File: src/common/icd_pkg.sv
// Constants of the interval clock and memory channel block.
package icd_pkg;
   // Word bit 0 is the most significant bit, so bit n sits at index 11-n
   localparam logic [11:0] RST_WORD = 12'h000;
   localparam logic [11:0] OP_CLEAR_ALL = 12'hc07;
   localparam logic [8:0] CLK_GROUP = 9'h18b;
   localparam logic [5:0] DMA_GROUP = 6'h32;
   localparam logic [2:0] DMA_REG_DIGIT = 3'h5;
   localparam logic [2:0] DMA_FIELD_DIGIT = 3'h6;
   localparam logic [2:0] CLK_CLEAR_EN = 3'h0;
   localparam logic [2:0] CLK_SKIP = 3'h1;
   localparam logic [2:0] CLK_SET_EN = 3'h2;
   localparam logic [2:0] CLK_LOAD = 3'h3;
   localparam logic [2:0] CLK_READ_EN = 3'h4;
   localparam logic [2:0] CLK_STATUS = 3'h5;
   localparam logic [2:0] CLK_READ_BUF = 3'h6;
   localparam logic [2:0] CLK_READ_CNT = 3'h7;
   localparam logic [2:0] D_LOAD_ADDR = 3'h0;
   localparam logic [2:0] D_READ_ADDR = 3'h1;
   localparam logic [2:0] D_LOAD_COUNT = 3'h2;
   localparam logic [2:0] D_READ_FIELD = 3'h3;
   localparam logic [2:0] D_LOAD_STATUS = 3'h4;
   localparam logic [2:0] D_READ_STATUS = 3'h5;
   localparam logic [2:0] D_SKIP = 3'h6;
   localparam logic [2:0] D_WRITE_VEC = 3'h7;
   localparam int EN_IRQ_BIT = 11;
   localparam int EN_RELOAD_BIT = 9;
   localparam int EN_INHIBIT_BIT = 4;
   localparam logic [11:0] EN_WRITABLE = 12'hbd0;
   localparam int FS_F7E = 6;
   localparam int FS_WOF = 5;
   localparam logic [1:0] MODE_REFRESH = 2'h0;
   localparam logic [1:0] MODE_NORMAL = 2'h1;
   localparam logic [1:0] MODE_BURST = 2'h2;
   localparam logic [1:0] MODE_STOP = 2'h3;
   localparam logic [2:0] RATE_20MS = 3'h2;
   localparam logic [2:0] RATE_2MS = 3'h3;
   localparam logic [2:0] RATE_200US = 3'h4;
   localparam logic [2:0] RATE_20US = 3'h5;
   localparam logic [2:0] RATE_2US = 3'h6;
   localparam logic [2:0] FIELD_TOP = 3'h7;
   localparam logic [11:0] WORD_MAX = 12'hfff;
   localparam int unsigned CLK_PERIOD_NS = 4;
   localparam int unsigned T_SRC_NS = 250;
   localparam int unsigned T_20MS_NS = 20000000;
   localparam int unsigned T_2MS_NS = 2000000;
   localparam int unsigned T_200US_NS = 200000;
   localparam int unsigned T_20US_NS = 20000;
   localparam int unsigned T_2US_NS = 2000;
   localparam int unsigned CYC_SRC = T_SRC_NS / CLK_PERIOD_NS;
   localparam int unsigned CYC_20MS = T_20MS_NS / CLK_PERIOD_NS;
   localparam int unsigned CYC_2MS = T_2MS_NS / CLK_PERIOD_NS;
   localparam int unsigned CYC_200US = T_200US_NS / CLK_PERIOD_NS;
   localparam int unsigned CYC_20US = T_20US_NS / CLK_PERIOD_NS;
   localparam int unsigned CYC_2US = T_2US_NS / CLK_PERIOD_NS;
   localparam int TB_W = 23;
endpackage

File: src/common/icd_stream_if.sv
// Valid/ready word stream carrier between block and its FIFO.
interface icd_stream_if #(parameter int WIDTH = 12);
   logic in_valid;
   logic in_ready;
   logic [WIDTH-1:0] in_data;
   logic out_valid;
   logic out_ready;
   logic [WIDTH-1:0] out_data;
   modport fifo (input in_valid, input in_data, input out_ready, output in_ready, output out_valid,
      output out_data);
   modport user (output in_valid, output in_data, output out_ready, input in_ready, input out_valid,
      input out_data);
endinterface

File: src/logic/icd_fifo.sv
// Flip-flop FIFO holding words of the memory channel data path.
module icd_fifo #(
   parameter int WIDTH = 12,
   parameter int DEPTH = 8
) (
   input wire logic clk,
   input wire logic rst,
   icd_stream_if.fifo s
);
   localparam int AW = $clog2(DEPTH);
   logic [WIDTH-1:0] mem [DEPTH];
   logic [AW-1:0] rd_ptr;
   logic [AW-1:0] wr_ptr;
   logic [AW:0] fill;
   logic [AW-1:0] next_rd_ptr;
   logic [AW-1:0] next_wr_ptr;
   logic [AW:0] next_fill;
   logic push;
   logic pop;

   assign s.in_ready = (fill != (AW+1)'(DEPTH));
   assign s.out_valid = (fill != '0);
   assign s.out_data = mem[rd_ptr];
   assign push = s.in_valid & s.in_ready;
   assign pop = s.out_valid & s.out_ready;

   always_comb begin
      next_rd_ptr = rd_ptr;
      next_wr_ptr = wr_ptr;
      next_fill = fill;
      if (push) begin
         next_wr_ptr = (wr_ptr == AW'(DEPTH - 1)) ? '0 : wr_ptr + AW'(1);
      end
      if (pop) begin
         next_rd_ptr = (rd_ptr == AW'(DEPTH - 1)) ? '0 : rd_ptr + AW'(1);
      end
      if (push && !pop) begin
         next_fill = fill + (AW+1)'(1);
      end else if (pop && !push) begin
         next_fill = fill - (AW+1)'(1);
      end
   end

   always_ff @(posedge clk or posedge rst) begin
      if (rst) begin
         rd_ptr <= '0;
         wr_ptr <= '0;
         fill <= '0;
      end else begin
         rd_ptr <= next_rd_ptr;
         wr_ptr <= next_wr_ptr;
         fill <= next_fill;
      end
   end

   // Storage has no reset; words are only read once written
   always_ff @(posedge clk) begin
      if (push) begin
         mem[wr_ptr] <= s.in_data;
      end
   end
endmodule

File: src/logic/icd_timebase.sv
// Programmable tick generator that paces the interval counter.
module icd_timebase #(
   parameter int CNT_W = 23
) (
   input wire logic clk,
   input wire logic rst,
   input wire logic run,
   input wire logic [CNT_W-1:0] period,
   output logic tick
);
   logic [CNT_W-1:0] count;
   logic [CNT_W-1:0] next_count;

   assign tick = run & (count >= period - CNT_W'(1));

   always_comb begin
      next_count = count + CNT_W'(1);
      if (!run || tick) begin
         next_count = '0;
      end
   end

   always_ff @(posedge clk or posedge rst) begin
      if (rst) begin
         count <= '0;
      end else begin
         count <= next_count;
      end
   end
endmodule

File: src/logic/icd_top.sv
// Interval clock and simultaneous memory channel behind I/O-transfer instructions.
module icd_top #(
   parameter int unsigned CYC_20MS = icd_pkg::CYC_20MS,
   parameter int unsigned CYC_2MS = icd_pkg::CYC_2MS,
   parameter int unsigned CYC_200US = icd_pkg::CYC_200US,
   parameter int unsigned CYC_20US = icd_pkg::CYC_20US,
   parameter int FIFO_DEPTH = 8
) (
   input wire logic clk,
   input wire logic rst,
   input wire logic iot_valid,
   input wire logic [11:0] iot_code,
   input wire logic [11:0] ac_in,
   output logic [11:0] ac_out,
   output logic ac_valid,
   output logic skip,
   output logic irq,
   output logic clock_vector_lsb,
   output logic [10:0] dma_vector,
   output logic [11:0] dma_mode_status,
   output logic dma_req,
   input wire logic dma_ack,
   output logic dma_write,
   output logic dma_refresh,
   output logic [14:0] dma_addr,
   output logic [11:0] dma_wdata,
   input wire logic [11:0] mem_rdata,
   input wire logic port_in_valid,
   output logic port_in_ready,
   input wire logic [11:0] port_in_data,
   output logic port_out_valid,
   input wire logic port_out_ready,
   output logic [11:0] port_out_data
);
   localparam int TW = icd_pkg::TB_W;

   // Instruction decode
   logic caf;
   logic clk_op;
   logic dma_op;
   logic fld_op;
   logic [2:0] fn;

   // Interval clock state
   logic [11:0] clock_rate_and_control;
   logic [11:0] clock_count_value;
   logic [11:0] clock_reload_value;
   logic clock_overflow_flag;
   logic [11:0] next_rate_ctl;
   logic [11:0] next_count;
   logic [11:0] next_reload;
   logic next_cof;
   logic [2:0] rate_code;
   logic tb_run;
   logic [TW-1:0] tb_period;
   logic tick;
   logic clk_ovf;
   logic clock_irq_cond;

   // Memory channel state
   logic [11:0] dma_current_address;
   logic [2:0] dma_field_extension;
   logic [11:0] dma_transfer_length;
   logic top_field_wrap_error;
   logic word_count_overflow_flag;
   logic [1:0] mode_select;
   logic carry_enable;
   logic dma_direction;
   logic dma_irq_enable;
   logic [10:0] vector_reg;
   logic dma_active;
   logic [11:0] next_ca;
   logic [2:0] next_eca;
   logic [11:0] next_wc;
   logic next_f7e;
   logic next_wof;
   logic [1:0] next_mode;
   logic next_ce;
   logic next_dir;
   logic next_ie;
   logic [10:0] next_vec;
   logic next_active;
   logic access;
   logic ca_carry;
   logic wc_ovf;
   logic dma_irq_cond;

   // Instruction answer
   logic [11:0] next_ac;
   logic next_ac_valid;
   logic next_skip;

   icd_stream_if #(.WIDTH(12)) strm ();

   assign caf = iot_valid & (iot_code == icd_pkg::OP_CLEAR_ALL);
   assign clk_op = iot_valid & (iot_code[11:3] == icd_pkg::CLK_GROUP);
   assign dma_op = iot_valid & (iot_code[11:6] == icd_pkg::DMA_GROUP) & (iot_code[2:0] == icd_pkg::DMA_REG_DIGIT);
   assign fld_op = iot_valid & (iot_code[11:6] == icd_pkg::DMA_GROUP)
      & (iot_code[2:0] == icd_pkg::DMA_FIELD_DIGIT);
   assign fn = clk_op ? iot_code[2:0] : iot_code[5:3];

   // Rate select sits in enable bits 3-5, bit 3 most significant
   assign rate_code = clock_rate_and_control[8:6];

   always_comb begin
      tb_run = 1'b1;
      tb_period = TW'(CYC_20MS);
      unique case (rate_code)
         icd_pkg::RATE_20MS: tb_period = TW'(CYC_20MS);
         icd_pkg::RATE_2MS: tb_period = TW'(CYC_2MS);
         icd_pkg::RATE_200US: tb_period = TW'(CYC_200US);
         icd_pkg::RATE_20US: tb_period = TW'(CYC_20US);
         icd_pkg::RATE_2US: tb_period = TW'(icd_pkg::CYC_2US);
         default: tb_run = 1'b0;
      endcase
      // Bypassing the prescaler counts straight at the source rate, for any rate code that runs the clock
      if (clock_rate_and_control[icd_pkg::EN_INHIBIT_BIT]) begin
         tb_period = TW'(icd_pkg::CYC_SRC);
      end
   end

   icd_timebase #(.CNT_W(TW)) u_timebase (
      .clk(clk),
      .rst(rst),
      .run(tb_run),
      .period(tb_period),
      .tick(tick)
   );

   assign clk_ovf = tick & (clock_count_value == icd_pkg::WORD_MAX);
   assign clock_irq_cond = clock_overflow_flag & clock_rate_and_control[icd_pkg::EN_IRQ_BIT];

   // Interval clock next state
   always_comb begin
      next_rate_ctl = clock_rate_and_control;
      next_count = clock_count_value;
      next_reload = clock_reload_value;
      next_cof = clock_overflow_flag;
      if (tick) begin
         next_count = clock_count_value + 12'h001;
      end
      if (clk_ovf && clock_rate_and_control[icd_pkg::EN_RELOAD_BIT]) begin
         next_count = clock_reload_value;
      end
      if (clk_op) begin
         unique case (fn)
            icd_pkg::CLK_CLEAR_EN: next_rate_ctl = clock_rate_and_control
               & ~(ac_in & icd_pkg::EN_WRITABLE);
            icd_pkg::CLK_SET_EN: next_rate_ctl = clock_rate_and_control
               | (ac_in & icd_pkg::EN_WRITABLE);
            icd_pkg::CLK_LOAD: begin
               next_reload = ac_in;
               next_count = ac_in;
            end
            icd_pkg::CLK_STATUS: next_cof = 1'b0;
            icd_pkg::CLK_READ_CNT: next_reload = clock_count_value;
            icd_pkg::CLK_SKIP, icd_pkg::CLK_READ_EN, icd_pkg::CLK_READ_BUF: begin
            end
         endcase
      end
      if (caf) begin
         next_cof = 1'b0;
         next_rate_ctl = icd_pkg::RST_WORD;
         next_reload = icd_pkg::RST_WORD;
      end
      // Overflow in the same cycle as a clear still leaves the flag set
      if (clk_ovf) begin
         next_cof = 1'b1;
      end
   end

   always_ff @(posedge clk or posedge rst) begin
      if (rst) begin
         clock_rate_and_control <= icd_pkg::RST_WORD;
         clock_count_value <= icd_pkg::RST_WORD;
         clock_reload_value <= icd_pkg::RST_WORD;
         clock_overflow_flag <= 1'b0;
      end else begin
         clock_rate_and_control <= next_rate_ctl;
         clock_count_value <= next_count;
         clock_reload_value <= next_reload;
         clock_overflow_flag <= next_cof;
      end
   end

   // Memory channel data path through the FIFO
   assign strm.in_data = dma_direction ? port_in_data : mem_rdata;
   // A late acknowledge after the last access must not move a word
   assign strm.in_valid = dma_direction ? port_in_valid : access;
   assign strm.out_ready = dma_direction ? access : port_out_ready;
   assign port_in_ready = dma_direction & strm.in_ready;
   assign port_out_valid = ~dma_direction & strm.out_valid;
   assign port_out_data = strm.out_data;
   assign dma_wdata = strm.out_data;

   icd_fifo #(.WIDTH(12), .DEPTH(FIFO_DEPTH)) u_fifo (
      .clk(clk),
      .rst(rst),
      .s(strm)
   );

   // Requests wait on FIFO words or space, so the port side throttles the channel
   assign dma_req = dma_active & ((mode_select == icd_pkg::MODE_NORMAL) | (mode_select == icd_pkg::MODE_BURST))
      & (dma_direction ? strm.out_valid : strm.in_ready);
   assign access = dma_req & dma_ack;
   assign ca_carry = dma_current_address == icd_pkg::WORD_MAX;
   assign wc_ovf = access & (dma_transfer_length == icd_pkg::WORD_MAX);
   assign dma_irq_cond = dma_irq_enable & (word_count_overflow_flag | top_field_wrap_error);

   // Memory channel next state
   always_comb begin
      next_ca = dma_current_address;
      next_eca = dma_field_extension;
      next_wc = dma_transfer_length;
      next_f7e = top_field_wrap_error;
      next_wof = word_count_overflow_flag;
      next_mode = mode_select;
      next_ce = carry_enable;
      next_dir = dma_direction;
      next_ie = dma_irq_enable;
      next_vec = vector_reg;
      next_active = dma_active;
      if (access) begin
         next_ca = dma_current_address + 12'h001;
         next_wc = dma_transfer_length + 12'h001;
         if (ca_carry && carry_enable) begin
            next_eca = dma_field_extension + 3'h1;
         end
      end
      if (wc_ovf) begin
         next_active = 1'b0;
         if (mode_select == icd_pkg::MODE_BURST) begin
            next_mode = icd_pkg::MODE_REFRESH;
         end
      end
      if (fld_op) begin
         next_eca = iot_code[5:3];
      end
      if (dma_op) begin
         unique case (fn)
            icd_pkg::D_LOAD_ADDR: next_ca = ac_in;
            icd_pkg::D_LOAD_COUNT: begin
               next_wc = ac_in;
               next_wof = 1'b0;
               next_active = (mode_select != icd_pkg::MODE_STOP);
            end
            icd_pkg::D_LOAD_STATUS: begin
               next_mode = ac_in[4:3];
               next_ce = ac_in[2];
               next_dir = ac_in[1];
               next_ie = ac_in[0];
               next_active = dma_active & (ac_in[4:3] != icd_pkg::MODE_STOP);
            end
            icd_pkg::D_READ_STATUS: next_f7e = 1'b0;
            icd_pkg::D_WRITE_VEC: next_vec = ac_in[11:1];
            icd_pkg::D_READ_ADDR, icd_pkg::D_READ_FIELD, icd_pkg::D_SKIP: begin
            end
         endcase
      end
      if (caf) begin
         next_f7e = 1'b0;
         next_wof = 1'b0;
      end
      // Hardware sets win over any clear landing in the same cycle
      if (access && ca_carry && carry_enable && dma_field_extension == icd_pkg::FIELD_TOP) begin
         next_f7e = 1'b1;
      end
      if (wc_ovf) begin
         next_wof = 1'b1;
      end
   end

   always_ff @(posedge clk or posedge rst) begin
      if (rst) begin
         dma_current_address <= icd_pkg::RST_WORD;
         dma_field_extension <= 3'h0;
         dma_transfer_length <= icd_pkg::RST_WORD;
         top_field_wrap_error <= 1'b0;
         word_count_overflow_flag <= 1'b0;
         mode_select <= icd_pkg::MODE_REFRESH;
         carry_enable <= 1'b0;
         dma_direction <= 1'b0;
         dma_irq_enable <= 1'b0;
         vector_reg <= 11'h000;
         dma_active <= 1'b0;
      end else begin
         dma_current_address <= next_ca;
         dma_field_extension <= next_eca;
         dma_transfer_length <= next_wc;
         top_field_wrap_error <= next_f7e;
         word_count_overflow_flag <= next_wof;
         mode_select <= next_mode;
         carry_enable <= next_ce;
         dma_direction <= next_dir;
         dma_irq_enable <= next_ie;
         vector_reg <= next_vec;
         dma_active <= next_active;
      end
   end

   // Status bits 5-11 land in the low seven index positions
   assign dma_mode_status = {5'h00, top_field_wrap_error, word_count_overflow_flag, mode_select, carry_enable,
      dma_direction, dma_irq_enable};

   // Instruction answer: new accumulator value, one cycle after the request
   always_comb begin
      next_ac = ac_in;
      next_ac_valid = iot_valid;
      next_skip = 1'b0;
      if (clk_op) begin
         unique case (fn)
            icd_pkg::CLK_SKIP: next_skip = clock_irq_cond;
            icd_pkg::CLK_READ_EN: next_ac = clock_rate_and_control & icd_pkg::EN_WRITABLE;
            icd_pkg::CLK_STATUS: next_ac = {clock_overflow_flag, 11'h000};
            icd_pkg::CLK_READ_BUF: next_ac = clock_reload_value;
            icd_pkg::CLK_READ_CNT: next_ac = clock_count_value;
            icd_pkg::CLK_CLEAR_EN, icd_pkg::CLK_SET_EN, icd_pkg::CLK_LOAD: next_ac = ac_in;
         endcase
      end
      if (dma_op) begin
         unique case (fn)
            icd_pkg::D_LOAD_ADDR: next_ac = icd_pkg::RST_WORD;
            icd_pkg::D_READ_ADDR: next_ac = dma_current_address;
            icd_pkg::D_LOAD_COUNT: next_ac = icd_pkg::RST_WORD;
            icd_pkg::D_READ_FIELD: next_ac = ac_in | {6'h00, dma_field_extension, 3'h0};
            icd_pkg::D_LOAD_STATUS: next_ac = icd_pkg::RST_WORD;
            icd_pkg::D_READ_STATUS: next_ac = ac_in | dma_mode_status;
            icd_pkg::D_SKIP: next_skip = dma_irq_enable & word_count_overflow_flag;
            icd_pkg::D_WRITE_VEC: next_ac = icd_pkg::RST_WORD;
         endcase
      end
   end

   always_ff @(posedge clk or posedge rst) begin
      if (rst) begin
         ac_out <= icd_pkg::RST_WORD;
         ac_valid <= 1'b0;
         skip <= 1'b0;
      end else begin
         ac_out <= next_ac;
         ac_valid <= next_ac_valid;
         skip <= next_skip;
      end
   end

   assign irq = clock_irq_cond | dma_irq_cond;
   assign clock_vector_lsb = ~clock_overflow_flag;
   assign dma_vector = vector_reg;
   assign dma_write = dma_direction;
   assign dma_refresh = (mode_select == icd_pkg::MODE_REFRESH);
   assign dma_addr = {dma_field_extension, dma_current_address};
endmodule

File: config.mk
export PLATFORM = sky130hd
export DESIGN_NAME = icd_top
export DESIGN_NICKNAME = d
export VERILOG_FILES = /design/src/common/icd_pkg.sv /design/src/common/icd_stream_if.sv /design/src/logic/icd_fifo.sv /design/src/logic/icd_timebase.sv /design/src/logic/icd_top.sv
export SDC_FILE = /design/constraint.sdc
export NUM_CORES = 1
export LEC_CHECK = 0
export BUFFER_PORTS_ARGS = -buffer_cell sky130_fd_sc_hd__buf_2
export CAP_MARGIN = 25
export CORE_MARGIN = 2
export CORE_UTILIZATION = 43
export DETAILED_ROUTE_END_ITERATION = 8
export PLACE_DENSITY_LB_ADDON = 0.15
export SYNTH_ARGS = -nofsm -noshare
export SYNTH_HDL_FRONTEND = slang
export SYNTH_SLANG_ARGS = --single-unit
File: constraint.sdc
create_clock -name clk -period 4.2 [get_ports clk]
set_clock_uncertainty 0.2 [all_clocks]
set_input_delay 0.63 -clock clk [delete_from_list [all_inputs] [get_ports clk]]
set_output_delay 0.63 -clock clk [all_outputs]
set_load 0.05 [all_outputs]
Yosys cells after proc, flatten, opt, wreduce, memory -nomap -nowiden
Memories as Yosys holds them, arrays and structs flattened.
Cells that the tools add are included.

operators by class
  bitwise operators = 29
  equal/unequal tests = 28
  add/subtract/negate cells = 10
  mux-type cells = 60
  $lt $le $gt $ge = 1
  reduce and logical (&&, ||, !) cells = 36

operators by type and width
  cell                   count
  $mux 12                17
  $pmux 12 s4            2
  $pmux 23 s4            1
  $eq 12x12->1 const B   4
  $pmux 12 s2            2
  $mux 23                2
  $add 12x1->12 const B  3
  $eq 3x3->1 const B     12
  $reduce_bool 3->1      8
  $add 23x1->23 const B  1
  $ge 23x23->1           1
  $mux 1                 23
  $sub 23x1->23 const B  1
  $and 1x1->1            19
  $mux 3                 6
  $reduce_and 2->1       8
  $and 12x12->12         1
  $eq 3x2->1 const B     4
  $not 12->12            1
  $or 12x12->12          1
  $or 12x6->12           1
  $or 12x7->12           1
  $add 3x1->3 const B    3
  $eq 9x9->1 const B     1
  22 further kinds       41

word-level totals
  bits in writable memories = 96
  input port bits = 54
  output and inout bits = 83
  memories kept = 1
  word-level logic and storage cells = 187
  register bits = 130

memories
  name        depth  width  rd ports  clocked after memory_dff  write ports  line            source
  u_fifo.mem  8      12     1         0                         1            icd_fifo.sv:11  logic [WIDTH-1:0] mem [DEPTH];

Depth between registers and ports, before layout
Gate-level depths: netlist of the first run.

  word-level depth = 11
  depth in mapped cells = 17
  depth with buffers taken out = 15

By module
A second synthesis of the first run with hierarchy kept.

unflattened totals
  cells, all modules = 1072
  area total of the unflattened synthesis = 12165.4 µm²

by module, submodules not included
  module        cells each  area each (µm²)  seq. area each (µm²)  instances
  icd_top       645         5843.1           2277.2                1
  icd_fifo      206         4379.2           3133.0                1
  icd_timebase  221         1943.1           575.6                 1

Least setup slack after synthesis of the first run
Ideal clock, no wire load.

  path type = register to register
  start = register mode_select[0]
  end = register u_fifo.fill[3]
  path buffers = 0
  arrival time = 3397 ps
  slack = 477 ps
  data required time = 3874 ps
  clock period less this slack = 3723 ps
  setup time = 126 ps
  stages on the path, launching flop included = 16
  path through = dfrtp_1 > inv_1 > ha_1 > o211a_1 > and2_0 > mux2i_1 > nor2_1 > inv_1 > ha_1 > inv_1 > ha_1 > a21o_1 > a21oi_1 > xnor2_1 > nor2_1 > xor2_1

between the ends
  longest elaborated chain between the ends = 10
  elaborated cells on any way between the ends = 16
  those cells by class = 2 x eq/ne; 3 x mux; 6 x bitwise; 5 x reduce/logical

ends and longest elaborated chain
  what                                         line                            source
  start: declaration                           icd_top.sv:66                   logic [1:0] mode_select;
  start signal: assignment                     icd_top.sv:280                  mode_select <= icd_pkg::MODE_REFRESH;
  start signal: assignment                     icd_top.sv:292                  mode_select <= next_mode;
  $eq 2x1->1 or $eq 2x2->1 (tied branches)     icd_top.sv:203                  assign dma_req = dma_active & ((mode_select == icd_pkg::MODE_NORMAL) | (mode_select == icd_pkg::MODE_BURST))
  $or 1x1->1 *                                 icd_top.sv:203
  $and 1x1->1 *                                icd_top.sv:203
  $and 1x1->1 *                                icd_top.sv:204                  & (dma_direction ? strm.out_valid : strm.in_ready);
  via dma_req                                  icd_top.sv:21                   output logic dma_req,
  $and 1x1->1 *                                icd_top.sv:205                  assign access = dma_req & dma_ack;
  $mux 1 (on tied branches)                    icd_top.sv:190, icd_top.sv:189
  $and 1x1->1 (on tied branches)               icd_fifo.sv:25, icd_fifo.sv:24
  $logic_not 1->1 (on tied branches)           icd_fifo.sv:37, icd_fifo.sv:39
  $logic_and 1x1->1 (on tied branches)         icd_fifo.sv:37, icd_fifo.sv:39
  $mux 4 or $reduce_bool 2->1 (tied branches)  -
  end signal: assignment                       icd_fifo.sv:52                  fill <= next_fill;
  end: declaration                             icd_fifo.sv:14                  logic [AW:0] fill;

The timed path passes the listed nets; every way through them passes the cells marked *.
A chain may end at the register's enable or synchronous reset.

Final worst setup path of the first run
  start = register clock_rate_and_control[8]
  end = register u_timebase.count[17]

between the ends
  longest elaborated chain between the ends = 8
  elaborated cells on any way between the ends = 15
  those cells by class = 1 x add/sub; 1 x order compare; 5 x eq/ne; 4 x mux; 1 x bitwise; 3 x reduce/logical

ends and longest elaborated chain
  what                                      line                source
  start: declaration                        icd_top.sv:45       logic [11:0] clock_rate_and_control;
  start signal: assignment                  icd_top.sv:174      clock_rate_and_control <= icd_pkg::RST_WORD;
  start signal: assignment                  icd_top.sv:179      clock_rate_and_control <= next_rate_ctl;
  $eq 3x3->1 or $eq 3x2->1 (tied branches)  icd_top.sv:108      unique case (rate_code)
  $pmux 23 s4                               icd_top.sv:108
  $mux 23                                   icd_top.sv:117      if (clock_rate_and_control[icd_pkg::EN_INHIBIT_BIT]) begin
  $sub 23x1->23                             icd_timebase.sv:14  assign tick = run & (count >= period - CNT_W'(1));
  $ge 23x23->1                              icd_timebase.sv:14
  $and 1x1->1                               icd_timebase.sv:14
  $logic_or 1x1->1 *                        icd_timebase.sv:18  if (!run || tick) begin
  $mux 23 *                                 icd_timebase.sv:18
  via u_timebase.next_count[17]             icd_timebase.sv:12  logic [CNT_W-1:0] next_count;
  end signal: assignment                    icd_timebase.sv:27  count <= next_count;
  end: declaration                          icd_timebase.sv:11  logic [CNT_W-1:0] count;

Marks and branches as above.

==> results of run 1 <==
-- power by group through the flow --
| stage | clock network [mW] | logic, mW | registers (mW) |
|---|---|---|---|
| after global routing | 2.15 | 1.79 | 2.41 |
| after global placement | 0 | 1.69 | 2.44 |
| after floorplan | 0 | 1.47 | 2.43 |
| after CTS | 2.07 | 1.70 | 2.40 |
| after detailed placement | 0 | 1.70 | 2.44 |
| final | 2.02 | 1.68 | 2.40 |
-- metal layers --
metal	vias to the layer above	wire, um	GRT usage [%]	share of wire, %
li1	3936	-	-	-
met1	4072	13540	30.68	47
met2	274	13090	32.39	45
met3	33	1783	2.868	6.2
met4	0	497	4.575	1.7
met5	-	0	0	0
-- registers in the layout, summed over array words and instances (netlist names), 4 cells and up --
register                count
clock_count_value          12
dma_transfer_length        12
dma_current_address        12
clock_rate_and_control      6
dma_vector                 11
ac_out                     12
u_timebase.count           23
clock_reload_value         12
u_fifo.fill                 4
u_fifo.mem                 96
-- synthesized netlist by cell type, types with 20 or more instances --
cell,instances
nor2_1,108
a21oi_1,62
mux2_2,46
nand3_1,39
xnor2_1,22
edfxtp_1,96
xor2_1,30
clkbuf_1,38
ha_1,41
o21ai_0,52
inv_1,25
nand2_1,78
mux2i_1,23
mux4_2,25
nand4_1,20
buf_4,24
dfrtp_1,124
-- through the flow --
stage / utilization [%] / cell area, sq um / power (mW)
floorplan: - / 11560 / 3.893
global route: 50.48 / 13230 / 6.354
finish: 50.48 / 13230 / 6.096
CTS: 50.48 / 13230 / 6.171
global placement: 47.62 / 12480 / 4.130
detailed placement: 47.62 / 12480 / 4.139
-- worst max-delay path by stage --
stage	endpoint	startpoint
after floorplan	ac_out[0]	rst
after global placement	u_timebase.count[19]	clock_rate_and_control[8]
after detailed placement	u_timebase.count[19]	clock_rate_and_control[8]
after CTS	u_timebase.count[17]	clock_rate_and_control[8]
after global routing	u_timebase.count[21]	clock_rate_and_control[8]
final	u_timebase.count[17]	clock_rate_and_control[8]
-- cells in the final DEF (no fill, tap or decap), types with 8 or more instances in the layout --
master / netlist / layout
a21oi_1: 62 / 62
a221o_1: 9 / 9
and3_1: 15 / 15
buf_2: 5 / 131
buf_4: 24 / 23
clkbuf_16: 0 / 25
conb_1: 2 / 8
dfrtp_1: 124 / 124
edfxtp_1: 96 / 96
ha_1: 41 / 41
inv_1: 25 / 24
mux2_2: 46 / 46
mux2i_1: 23 / 23
mux4_2: 25 / 25
nand2_1: 78 / 78
nand3_1: 39 / 39
nand4_1: 20 / 20
nor2_1: 108 / 108
nor3_1: 10 / 8
o21ai_0: 52 / 52
or3_1: 14 / 14
xnor2_1: 22 / 22
xor2_1: 30 / 30
-- critical path, delay by kind of cell, from the launching register on --
kind,cells,cell delay (ns)
xor+xnor,1,0.12
simple gates,5,1.10
flops,1,0.49
compound gates,5,1.17
fa+ha+maj,2,0.57
-- cell families after synthesis --
kind of cell | Yosys count | synth area share [%]
AND/OR/NAND/NOR | 333 | 14.28
flip-flops | 220 | 51.88
AO/OA/AOI/OAI | 178 | 9.824
buffers and inverters | 96 | 4.023
multiplexers | 94 | 11.36
XOR/XNOR | 52 | 3.947
adder cells (fa/ha/maj) | 42 | 4.619
other | 2 | 0.06509
-- final cells by class --
type,instances,area [sq um],area share (%)
Clock buffer,34,689.4,5.212
Clock inverter,9,58.81,0.4446
Inverter,25,98.84,0.7473
Multi-Input combinational cell,707,5147,38.91
Sequential cell,220,5986,45.25
Tap cell,335,419.2,3.169
Timing Repair Buffer,154,828.3,6.262
-- what timing repair did --
action                     4_1_cts  5_1_grt
gates resized for setup          0        1
buffers inserted                 0        0
setup endpoints to repair        0        6
==> run summary, run 1 <==
hold_buf cts - 0
total of max-cap violations - 0
CTS max path bufs - 3
Slew Limit Fails - 0
CTS tree - done
vias after detailed routing - 8,315
FF-to-FF Start - clock_rate_and_control[8]
core area - 0.02621 sq mm
Setup Crit Path Kind - flip-flop to flip-flop
DR vias/cell - 5.603
cell area power density - 460.9 mW/mm^2
R2R cell count - 13
Final Cycle Share - 89.38%
DR DRC count - 0
CP Data Arrival Time - 3.99 ns
final WL - 28,910 um
CP endpoint kind - flip-flop
wire per inst - 19.48 um
Post-DRT Antenna Nets - 0
largest net degree at the start of global routing - 90
count of final setup violators - 0
Synth Flop Type - dfrtp_1
IO buf count - 131
Post-Syn Instances - 1,017
drt first pass iters - 5
Sw Ratio - 34.43%
crit-path cells - nor2b_1 -> a21oi_1 -> ha_1 -> nor2_1 -> xnor2_1 -> a221o_1 -> ha_1 -> o21ai_0 -> nor2_1 -> o311ai_1 -> nand3_1 -> or2_2 -> a21oi_1
Slew Limit Headroom - 43.92%
Sinks on Clock Net - 220
placed cell count - 1,441
Int Power - 3.997 mW
CP max FO - 23
vias in the first global route - 8,174
RSZ-0062 raised after global routing - false
Rows - 59
Worst Hold End - ac_valid
number of enable flip-flop cells after synthesis - 96
net switching power figure - 2.099 mW
worst-skew pair later-pin latency - 0.53 ns
Sequential Power Share - 39.3%
Synth area leader - dfrtp_1
Clk pwr share - 33.2%
initial cell density of the core - 44.03%
Die Ht - 167.8 um
CTS root buffer - clkbuf_16
Hold Crit Class - input pin to flip-flop
worst setup margin - 0.4461 ns
synth warn - 0
total CTS buffers - 25
Hold WS - 0.03078 ns
share of the synthesized area in the top cell type - 26.89%
worst hold start - iot_valid
leak pwr - 5.583 nW
HPWL after DPL - 20,030 um
total global-route track usage - 20.66%
combinational share of power - 27.5%
Critical Path Max Stage Delay - 0.53 ns
H-tree depth - 1
area delta synth->final - 14.64%
grt total ovfl - 0
Place WS - 0.3413 ns
Worst IR Drop VDD - 0.2685 mV
gp weighted congestion - 0.8851
setup TNS - 0 ns
ys async rst share - 56.36%
Worst-path clk slew - 0.06 ns
Startpoint Class - flip-flop
r2r setup slk - 0.45 ns
n_diodes - 0
worst-margin pin slew - 0.8413 ns
mean post-synth cell area - 11.35 sq um
synthesis-stage register bit count - 220
# IOs - 137
initial antenna violation count - 0
filler cell count - 2,360
fraction of layout cells with a size suffix above 1 - 24.89%
synthesized area - 0.01154 sq mm
die width - 167.8 um
CP max stage cell - or2_2
synth top area cells - dfrtp_1, edfxtp_1, mux4_2
first-pass GRT wire length - 46,150 um
Crit path required time - 4.44 ns
post-route insts no fill - 1,484
hold path depth - 1
Die ar. - 0.02816 sq mm
post-synth cell types - 70
sequential area share after synthesis - 51.88%
Nets - 1,229
status - finished clean
reg-to-reg endpoint - u_timebase.count[17]
Period minus WS final - 3.754 ns
Final Hold Viols - 0
Max Freq - 266.4 MHz
DRT iter0 DRCs - 592
(Power assumes the default switching activity.)
==> run 2: changes to the inputs <==
REMOVE_ABC_BUFFERS = 1   (was default)
==> run 2 against run 1 <==
Compared with the run above:
- worst setup slack worse by 0.083 ns
- first-iteration DRC count is 6.1% lower
- non-clock buffer count is 3 higher
- cell area up 1.1%
- critical path depth increased by 1
- die area is the same
- sequential power about the same
- total power up 4.1%
- core utilization is 0.55 points higher
- sequential cell count unchanged
==> run summary, run 2 (synthesized netlist as in run 1, its figures left out) <==
total global-route track usage - 20.57% (-0.083 points)
Nets - 1,233 (+0.33%)
largest net degree at the start of global routing - 83 (-7.8%)
cell mode on critical path - nor2_1
worst-skew pair later-pin latency - 0.54 ns (about the same)
Critical Path Max Stage Delay - 0.55 ns (+0.02 ns)
setup TNS - 0 ns (unchanged)
worst setup margin - 0.3627 ns (-0.08341 ns)
Worst IR Drop VDD - 0.3077 mV (+15%)
count of final setup violators - 0 (unchanged)
status - finished clean
DR vias/cell - 5.613 (+0.17%)
Worst-path clk slew - 0.06 ns (about the same)
Die ar. - 0.02816 sq mm (unchanged)
CP max stage cell - or2_2
filler cell count - 2,357 (-0.13%)
die width - 167.8 um (unchanged)
initial cell density of the core - 44.03% (unchanged)
CP Data Arrival Time - 4.09 ns (+0.10 ns)
CP endpoint kind - flip-flop
initial antenna violation count - 0 (unchanged)
crit-path leading delay family - simple AND/OR/NAND/NOR gates
Period minus WS final - 3.837 ns (+0.08341 ns)
core area - 0.02621 sq mm (unchanged)
grt total ovfl - 0 (unchanged)
Largest register FFs - 96 (unchanged)
n_diodes - 0 (unchanged)
HPWL after DPL - 19,910 um (-0.58%)
wire per inst - 19.51 um (+0.12%)
CTS max path bufs - 3 (unchanged)
vias in the first global route - 8,052 (-1.5%)
Crit path required time - 4.46 ns (+0.02 ns)
total power - 6.348 mW (+4.1%)
Rows - 59 (unchanged)
Final Hold Viols - 0 (unchanged)
Post-DRT Antenna Nets - 0 (unchanged)
first-pass GRT wire length - 45,750 um (-0.85%)
post-route insts no fill - 1,492 (+0.54%)
crit-path cells - nand2_1 -> nor2_1 -> nor2_1 -> ha_1 -> nor2_1 -> xnor2_1 -> a221o_1 -> ha_1 -> o21ai_0 -> nor2_1 -> o311ai_1 -> nand3_1 -> or2_2 -> nor2_1
Max Freq - 260.6 MHz (-2.2%)
Slew Limit Headroom - 43.97% (+0.053 points)
final WL - 29,100 um (+0.66%)
RSZ-0062 raised after global routing - false
total CTS buffers - 26 (+4.0%)
most frequent cells in the layout - buf_2, dfrtp_1, nor2_1, edfxtp_1, nand2_1
placed cell count - 1,444 (+0.21%)
Die Ht - 167.8 um (unchanged)
hold_buf cts - 0 (unchanged)
worst-margin pin slew - 0.8405 ns (-0.0008008 ns)
R2R cell count - 14 (+1)
total of max-cap violations - 0 (unchanged)
# IOs - 137 (unchanged)
Most flops, register - u_fifo.mem
most common cell after layout, fill and taps aside - buf_2
Hold Crit Class - input pin to flip-flop
final instance area - 0.01337 sq mm (+1.1%)
vias after detailed routing - 8,374 (+0.71%)
CTS root buffer - clkbuf_16
Setup Crit Path Kind - flip-flop to flip-flop
fraction of layout cells with a size suffix above 1 - 25.58% (+0.69 points)
IO buf count - 131 (unchanged)
Largest regs - u_fifo.mem x96, u_timebase.count x23
DR DRC count - 0 (unchanged)
gp weighted congestion - 0.8637 (-2.4%)
CP max FO - 23 (unchanged)
Startpoint Class - flip-flop
Place WS - 0.06610 ns (-0.2752 ns)
Slew Limit Fails - 0 (unchanged)
drt first pass iters - 5 (unchanged)
worst path buffer plus inverter count - 0 (unchanged)
Final Cycle Share - 91.36% (+2.0 points)
CTS tree - done
leak pwr - 5.655 nW (+1.3%)
DRT iter0 DRCs - 556 (-6.1%)
H-tree depth - 1 (unchanged)
Worst path depth - 14 (+1)
DP Area - 0.01250 sq mm (+0.18%)
Sinks on Clock Net - 220 (unchanged)
area delta synth->final - 15.90%
cell area power density - 474.7 mW/mm^2 (+3.0%)
hold path depth - 1 (unchanged)
## run 2: changes by cell type in the layout (fill, tap and decap cells not counted), sizes merged
cell	before	now
buf	154	157
bufinv	0	3
clkinv	7	9
## run 2: layer usage
layer / track usage (%) / part of all wire (%) / up-vias
li1: - / - / 3951
met1: 29.55 / 46 / 4105
met2: 32.45 / 45 / 262
met3: 3.009 / 5.6 / 56
met4: 6.465 / 3.0 / 0
met5: 0 / 0 / -
## run 2: power breakdown
group | switching [mW] | internal, mW
clock | 0.912 | 1.36
sequential | 0.0995 | 2.30
combinational | 1.12 | 0.548
## run 2: metrics by stage
step / hold slack [ns] / utilization, %
5_1_grt: 0.02854 / 51.03
2_1_floorplan: 0.2692 / -
3_5_place_dp: 0.2924 / 47.71
3_3_place_gp: 0.2855 / 47.71
4_1_cts: 0.01904 / 51.01
6_report: 0.03166 / 51.03
## run 2: area by class of cell
| class | count | area, sq um | area share, % |
|---|---|---|---|
| repair buffers | 157 | 850.8 | 6.362 |
| multi-input cells | 707 | 5154 | 38.54 |
| clock inverters | 14 | 163.9 | 1.226 |
| inverters | 25 | 98.84 | 0.7391 |
| well taps | 335 | 419.2 | 3.134 |
| clock buffers | 34 | 700.7 | 5.240 |
| flip-flops and latches | 220 | 5986 | 44.76 |
## run 2: worst paths after layout
path	end	start	slack, ns
min in group asynchronous	u_timebase.count[19]	rst	0.04
worst max-delay path	u_timebase.count[2]	clock_rate_and_control[6]	0.36
worst min register to register	dma_vector[5]	dma_vector[5]	0.30
worst max register to register	u_timebase.count[2]	clock_rate_and_control[6]	0.36
max in group asynchronous	dma_current_address[9]	rst	2.92
worst min-delay path	ac_valid	iot_valid	0.03
## run 2: what timing repair did
item,CTS,global route
setup buffers,0,0
hold endpoints to repair,0,0
setup endpoints to repair,0,31
resized for setup,0,2
==> run 3: changes to the inputs <==
SYNTH_HIERARCHICAL = 1   (was default)
==> run 3 against run 2 <==
Compared with the run above:
- the run now ends with negative setup slack left
- synthesized cell count up 5.4%
- non-clock buffer count increased by 54
- final cell count increased by 10%
- routed wire length increased by 4.6%
- largest cell class unchanged
- largest power group unchanged
- highest routed layer unchanged
==> run summary, run 3 <==
worst-margin pin slew - 0.7850 ns (-0.05551 ns)
Place WS - -1.063 ns (-1.129 ns)
Worst-path clk slew - 0.06 ns (about the same)
most common cell after layout, fill and taps aside - buf_2
first-pass GRT wire length - 48,800 um (+6.7%)
fraction of layout cells with a size suffix above 1 - 26.78% (+1.2 points)
crit-path cells - xor2_1 -> and3_1 -> or4_4 -> or4b_4 -> or4_4 -> xor2_1 -> ha_1 -> nand4_1 -> nor3_2 -> o2111ai_2 -> o211ai_1 -> and2_4 -> nand4_1 -> nor2_2 -> nand4_1 -> buf_6 -> mux2i_2 -> o21ai_1
final WL - 30,440 um (+4.6%)
number of enable flip-flop cells after synthesis - 96 (unchanged)
Slew Limit Fails - 0 (unchanged)
placed cell count - 1,590 (+10%)
Clk pwr share - 35.3% (-0.6 points)
Synth top cells by count - dfrtp_1, edfxtp_1, nor2_1, nand2_1, o21ai_0
Sinks on Clock Net - 220 (unchanged)
Crit path required time - 4.41 ns (-0.05 ns)
Int Power - 4.193 mW (-0.48%)
Period minus WS final - 5.008 ns (+1.171 ns)
DR vias/cell - 5.465 (-2.6%)
worst setup margin - -0.8081 ns (-1.171 ns)
area delta synth->final - 19.21%
leak pwr - 6.096 nW (+7.8%)
Startpoint Class - flip-flop
wire per inst - 18.52 um (-5.1%)
Setup Crit Path Kind - flip-flop to flip-flop
CP max FO - 6 (-74%)
Largest register FFs - 96 (unchanged)
# IOs - 137 (unchanged)
Post-DRT Antenna Nets - 0 (unchanged)
mean post-synth cell area - 11.35 sq um (about the same)
Final Cycle Share - 119.2% (+28 points)
worst-skew pair later-pin latency - 0.54 ns (about the same)
DRT iter0 DRCs - 596 (+7.2%)
CP endpoint kind - flip-flop
combinational share of power - 26.6% (+0.3 points)
ys async rst share - 56.36% (unchanged)
Max Freq - 199.7 MHz (-23%)
CP Data Arrival Time - 5.22 ns (+1.13 ns)
gp weighted congestion - 0.8341 (-3.4%)
count leader, synth - dfrtp_1
Nets - 1,342 (+8.8%)
synthesized area - 0.01217 sq mm (+5.4%)
n_diodes - 0 (unchanged)
share of the synthesized area in the top cell type - 25.51% (-1.4 points)
worst hold start - iot_valid
Hold WS - 0.09114 ns (+0.05948 ns)
synth top area cells - dfrtp_1, edfxtp_1, mux2_2
Sequential Power Share - 38.1% (+0.3 points)
Final Hold Viols - 0 (unchanged)
DR DRC count - 0 (unchanged)
Hold Crit Class - input pin to flip-flop
HPWL after DPL - 21,100 um (+6.0%)
drt first pass iters - 5 (unchanged)
Core Util, Final - 52.06% (+1.0 points)
H-tree depth - 1 (unchanged)
Die ar. - 0.02965 sq mm (+5.3%)
post-synth cell types - 77 (+10%)
Slew Limit Headroom - 47.67% (+3.7 points)
DP Area - 0.01349 sq mm (+7.9%)
vias in the first global route - 8,923 (+11%)
most frequent cells in the layout - buf_2, dfrtp_1, edfxtp_1, nor2_1, buf_4
total of max-cap violations - 0 (unchanged)
Rows - 61 (+3.4%)
synth warn - 6 (+6)
initial antenna violation count - 0 (unchanged)
reg-to-reg endpoint - clock_count_value[7]
count of final setup violators - 13 (+13)
total CTS buffers - 25 (-3.8%)
CTS root buffer - clkbuf_16
r2r setup slk - -0.81 ns (-1.17 ns)
Worst IR Drop VDD - 0.2974 mV (-3.3%)
RSZ-0062 raised after global routing - true
total global-route track usage - 21.03% (+0.46 points)
cell mode on critical path - nand4_1
R2R cell count - 18 (+4)
Most flops, register - u_fifo/mem
Worst Hold End - ac_valid
CTS max path bufs - 3 (unchanged)
net switching power figure - 2.104 mW (-1.4%)
post-route insts no fill - 1,644 (+10%)
IO buf count - 131 (unchanged)
synthesis-stage register bit count - 220 (unchanged)
Synth area leader - dfrtp_1
hold path depth - 1 (unchanged)
cell area power density - 434.2 mW/mm^2 (-8.5%)
sequential area share after synthesis - 49.20% (-2.7 points)
grt total ovfl - 0 (unchanged)
failing checks - negative setup slack
largest net degree at the start of global routing - 42 (-49%)
Critical Path Max Stage Delay - 0.54 ns (about the same)
Largest regs - u_fifo/mem x96, u_timebase/count x23
Die Ht - 172.2 um (+2.6%)
Sw Ratio - 33.41% (-0.21 points)
CTS tree - done
core area - 0.02786 sq mm (+6.3%)
final instance area - 0.01450 sq mm (+8.4%)
die width - 172.2 um (+2.6%)
FF-to-FF Start - clock_rate_and_control[7]
CP max stage cell - or4b_4
vias after detailed routing - 8,985 (+7.3%)
initial cell density of the core - 43.67% (-0.36 points)
Synth Flop Type - dfrtp_1
Post-Syn Instances - 1,072 (+5.4%)
status - complete, but fails checks
-- run 3: worst max-delay path: cells and delay by family, from the launching register on --
family,cells,cell delay (ns)
adders and majority gates,1,0.29
AOI/OAI and AO/OA,3,0.50
muxes,1,0.16
DFF,1,0.42
and+or+nand+nor,10,2.80
buffers and inverters,1,0.17
xor gates and xnor gates,2,0.32
-- run 3: layout make-up --
type                       count  area, sq um
clock buffer                  38        704.4
clock inverter                 8        127.6
fill                        2508        13360
inverter                      31        118.9
multi-input combinational    758         5803
sequential                   220         5986
tap                          378        473.0
timing repair buffer         211         1290
-- run 3: worst max-delay path by stage --
stage                                    from               endpoint  slack (ns)  cells past startpoint
floorplan           clock_rate_and_control[8]   clock_count_value[0]       -1.11                     17
global placement    clock_rate_and_control[6]  clock_count_value[11]       -0.92                     19
detailed placement  clock_rate_and_control[6]  clock_count_value[11]       -1.06                     18
CTS                 clock_rate_and_control[7]   clock_count_value[7]       -0.69                     20
global route        clock_rate_and_control[7]   clock_count_value[8]       -1.10                     20
finish              clock_rate_and_control[7]   clock_count_value[7]       -0.81                     18
-- run 3: metrics by stage --
step	power, mW	TNS, ns
after global placement	4.118	-12.40
after global routing	6.578	-15.75
after detailed placement	4.126	-15.16
after floorplan	3.740	-32.30
final	6.297	-9.696
after CTS	6.368	-8.447
-- run 3: cells by family after synthesis --
kind of cell	share of synthesized area [%]
DFF	49.20
buffers and inverters	4.402
AOI/OAI and AO/OA	10.21
muxes	11.60
xor gates and xnor gates	5.688
adders and majority gates	4.279
and+or+nand+nor	14.58
other	0.03083
-- run 3: repair_timing --
item,CTS,global route
setup endpoints to repair,34,36
gates resized for setup,16,10
hold buffers,1,0
hold endpoints to repair,28,0
pin swaps,7,5
buffers inserted,4,3
-- run 3: power by group through the flow --
stage	Combinational, mW	Clock (mW)	Sequential [mW]
2_1_floorplan	1.22	0	2.52
3_3_place_gp	1.68	0	2.44
3_5_place_dp	1.68	0	2.44
4_1_cts	1.69	2.28	2.40
5_1_grt	1.81	2.36	2.41
6_report	1.67	2.22	2.40
-- run 3: routing by layer --
layer	vias to the layer above	global-route usage, %	share of wire (%)
met1	4360	29.27	46
met5	-	0	0
met2	253	34.07	47
li1	4319	-	-
met3	53	3.410	5.2
met4	0	6.138	2.5
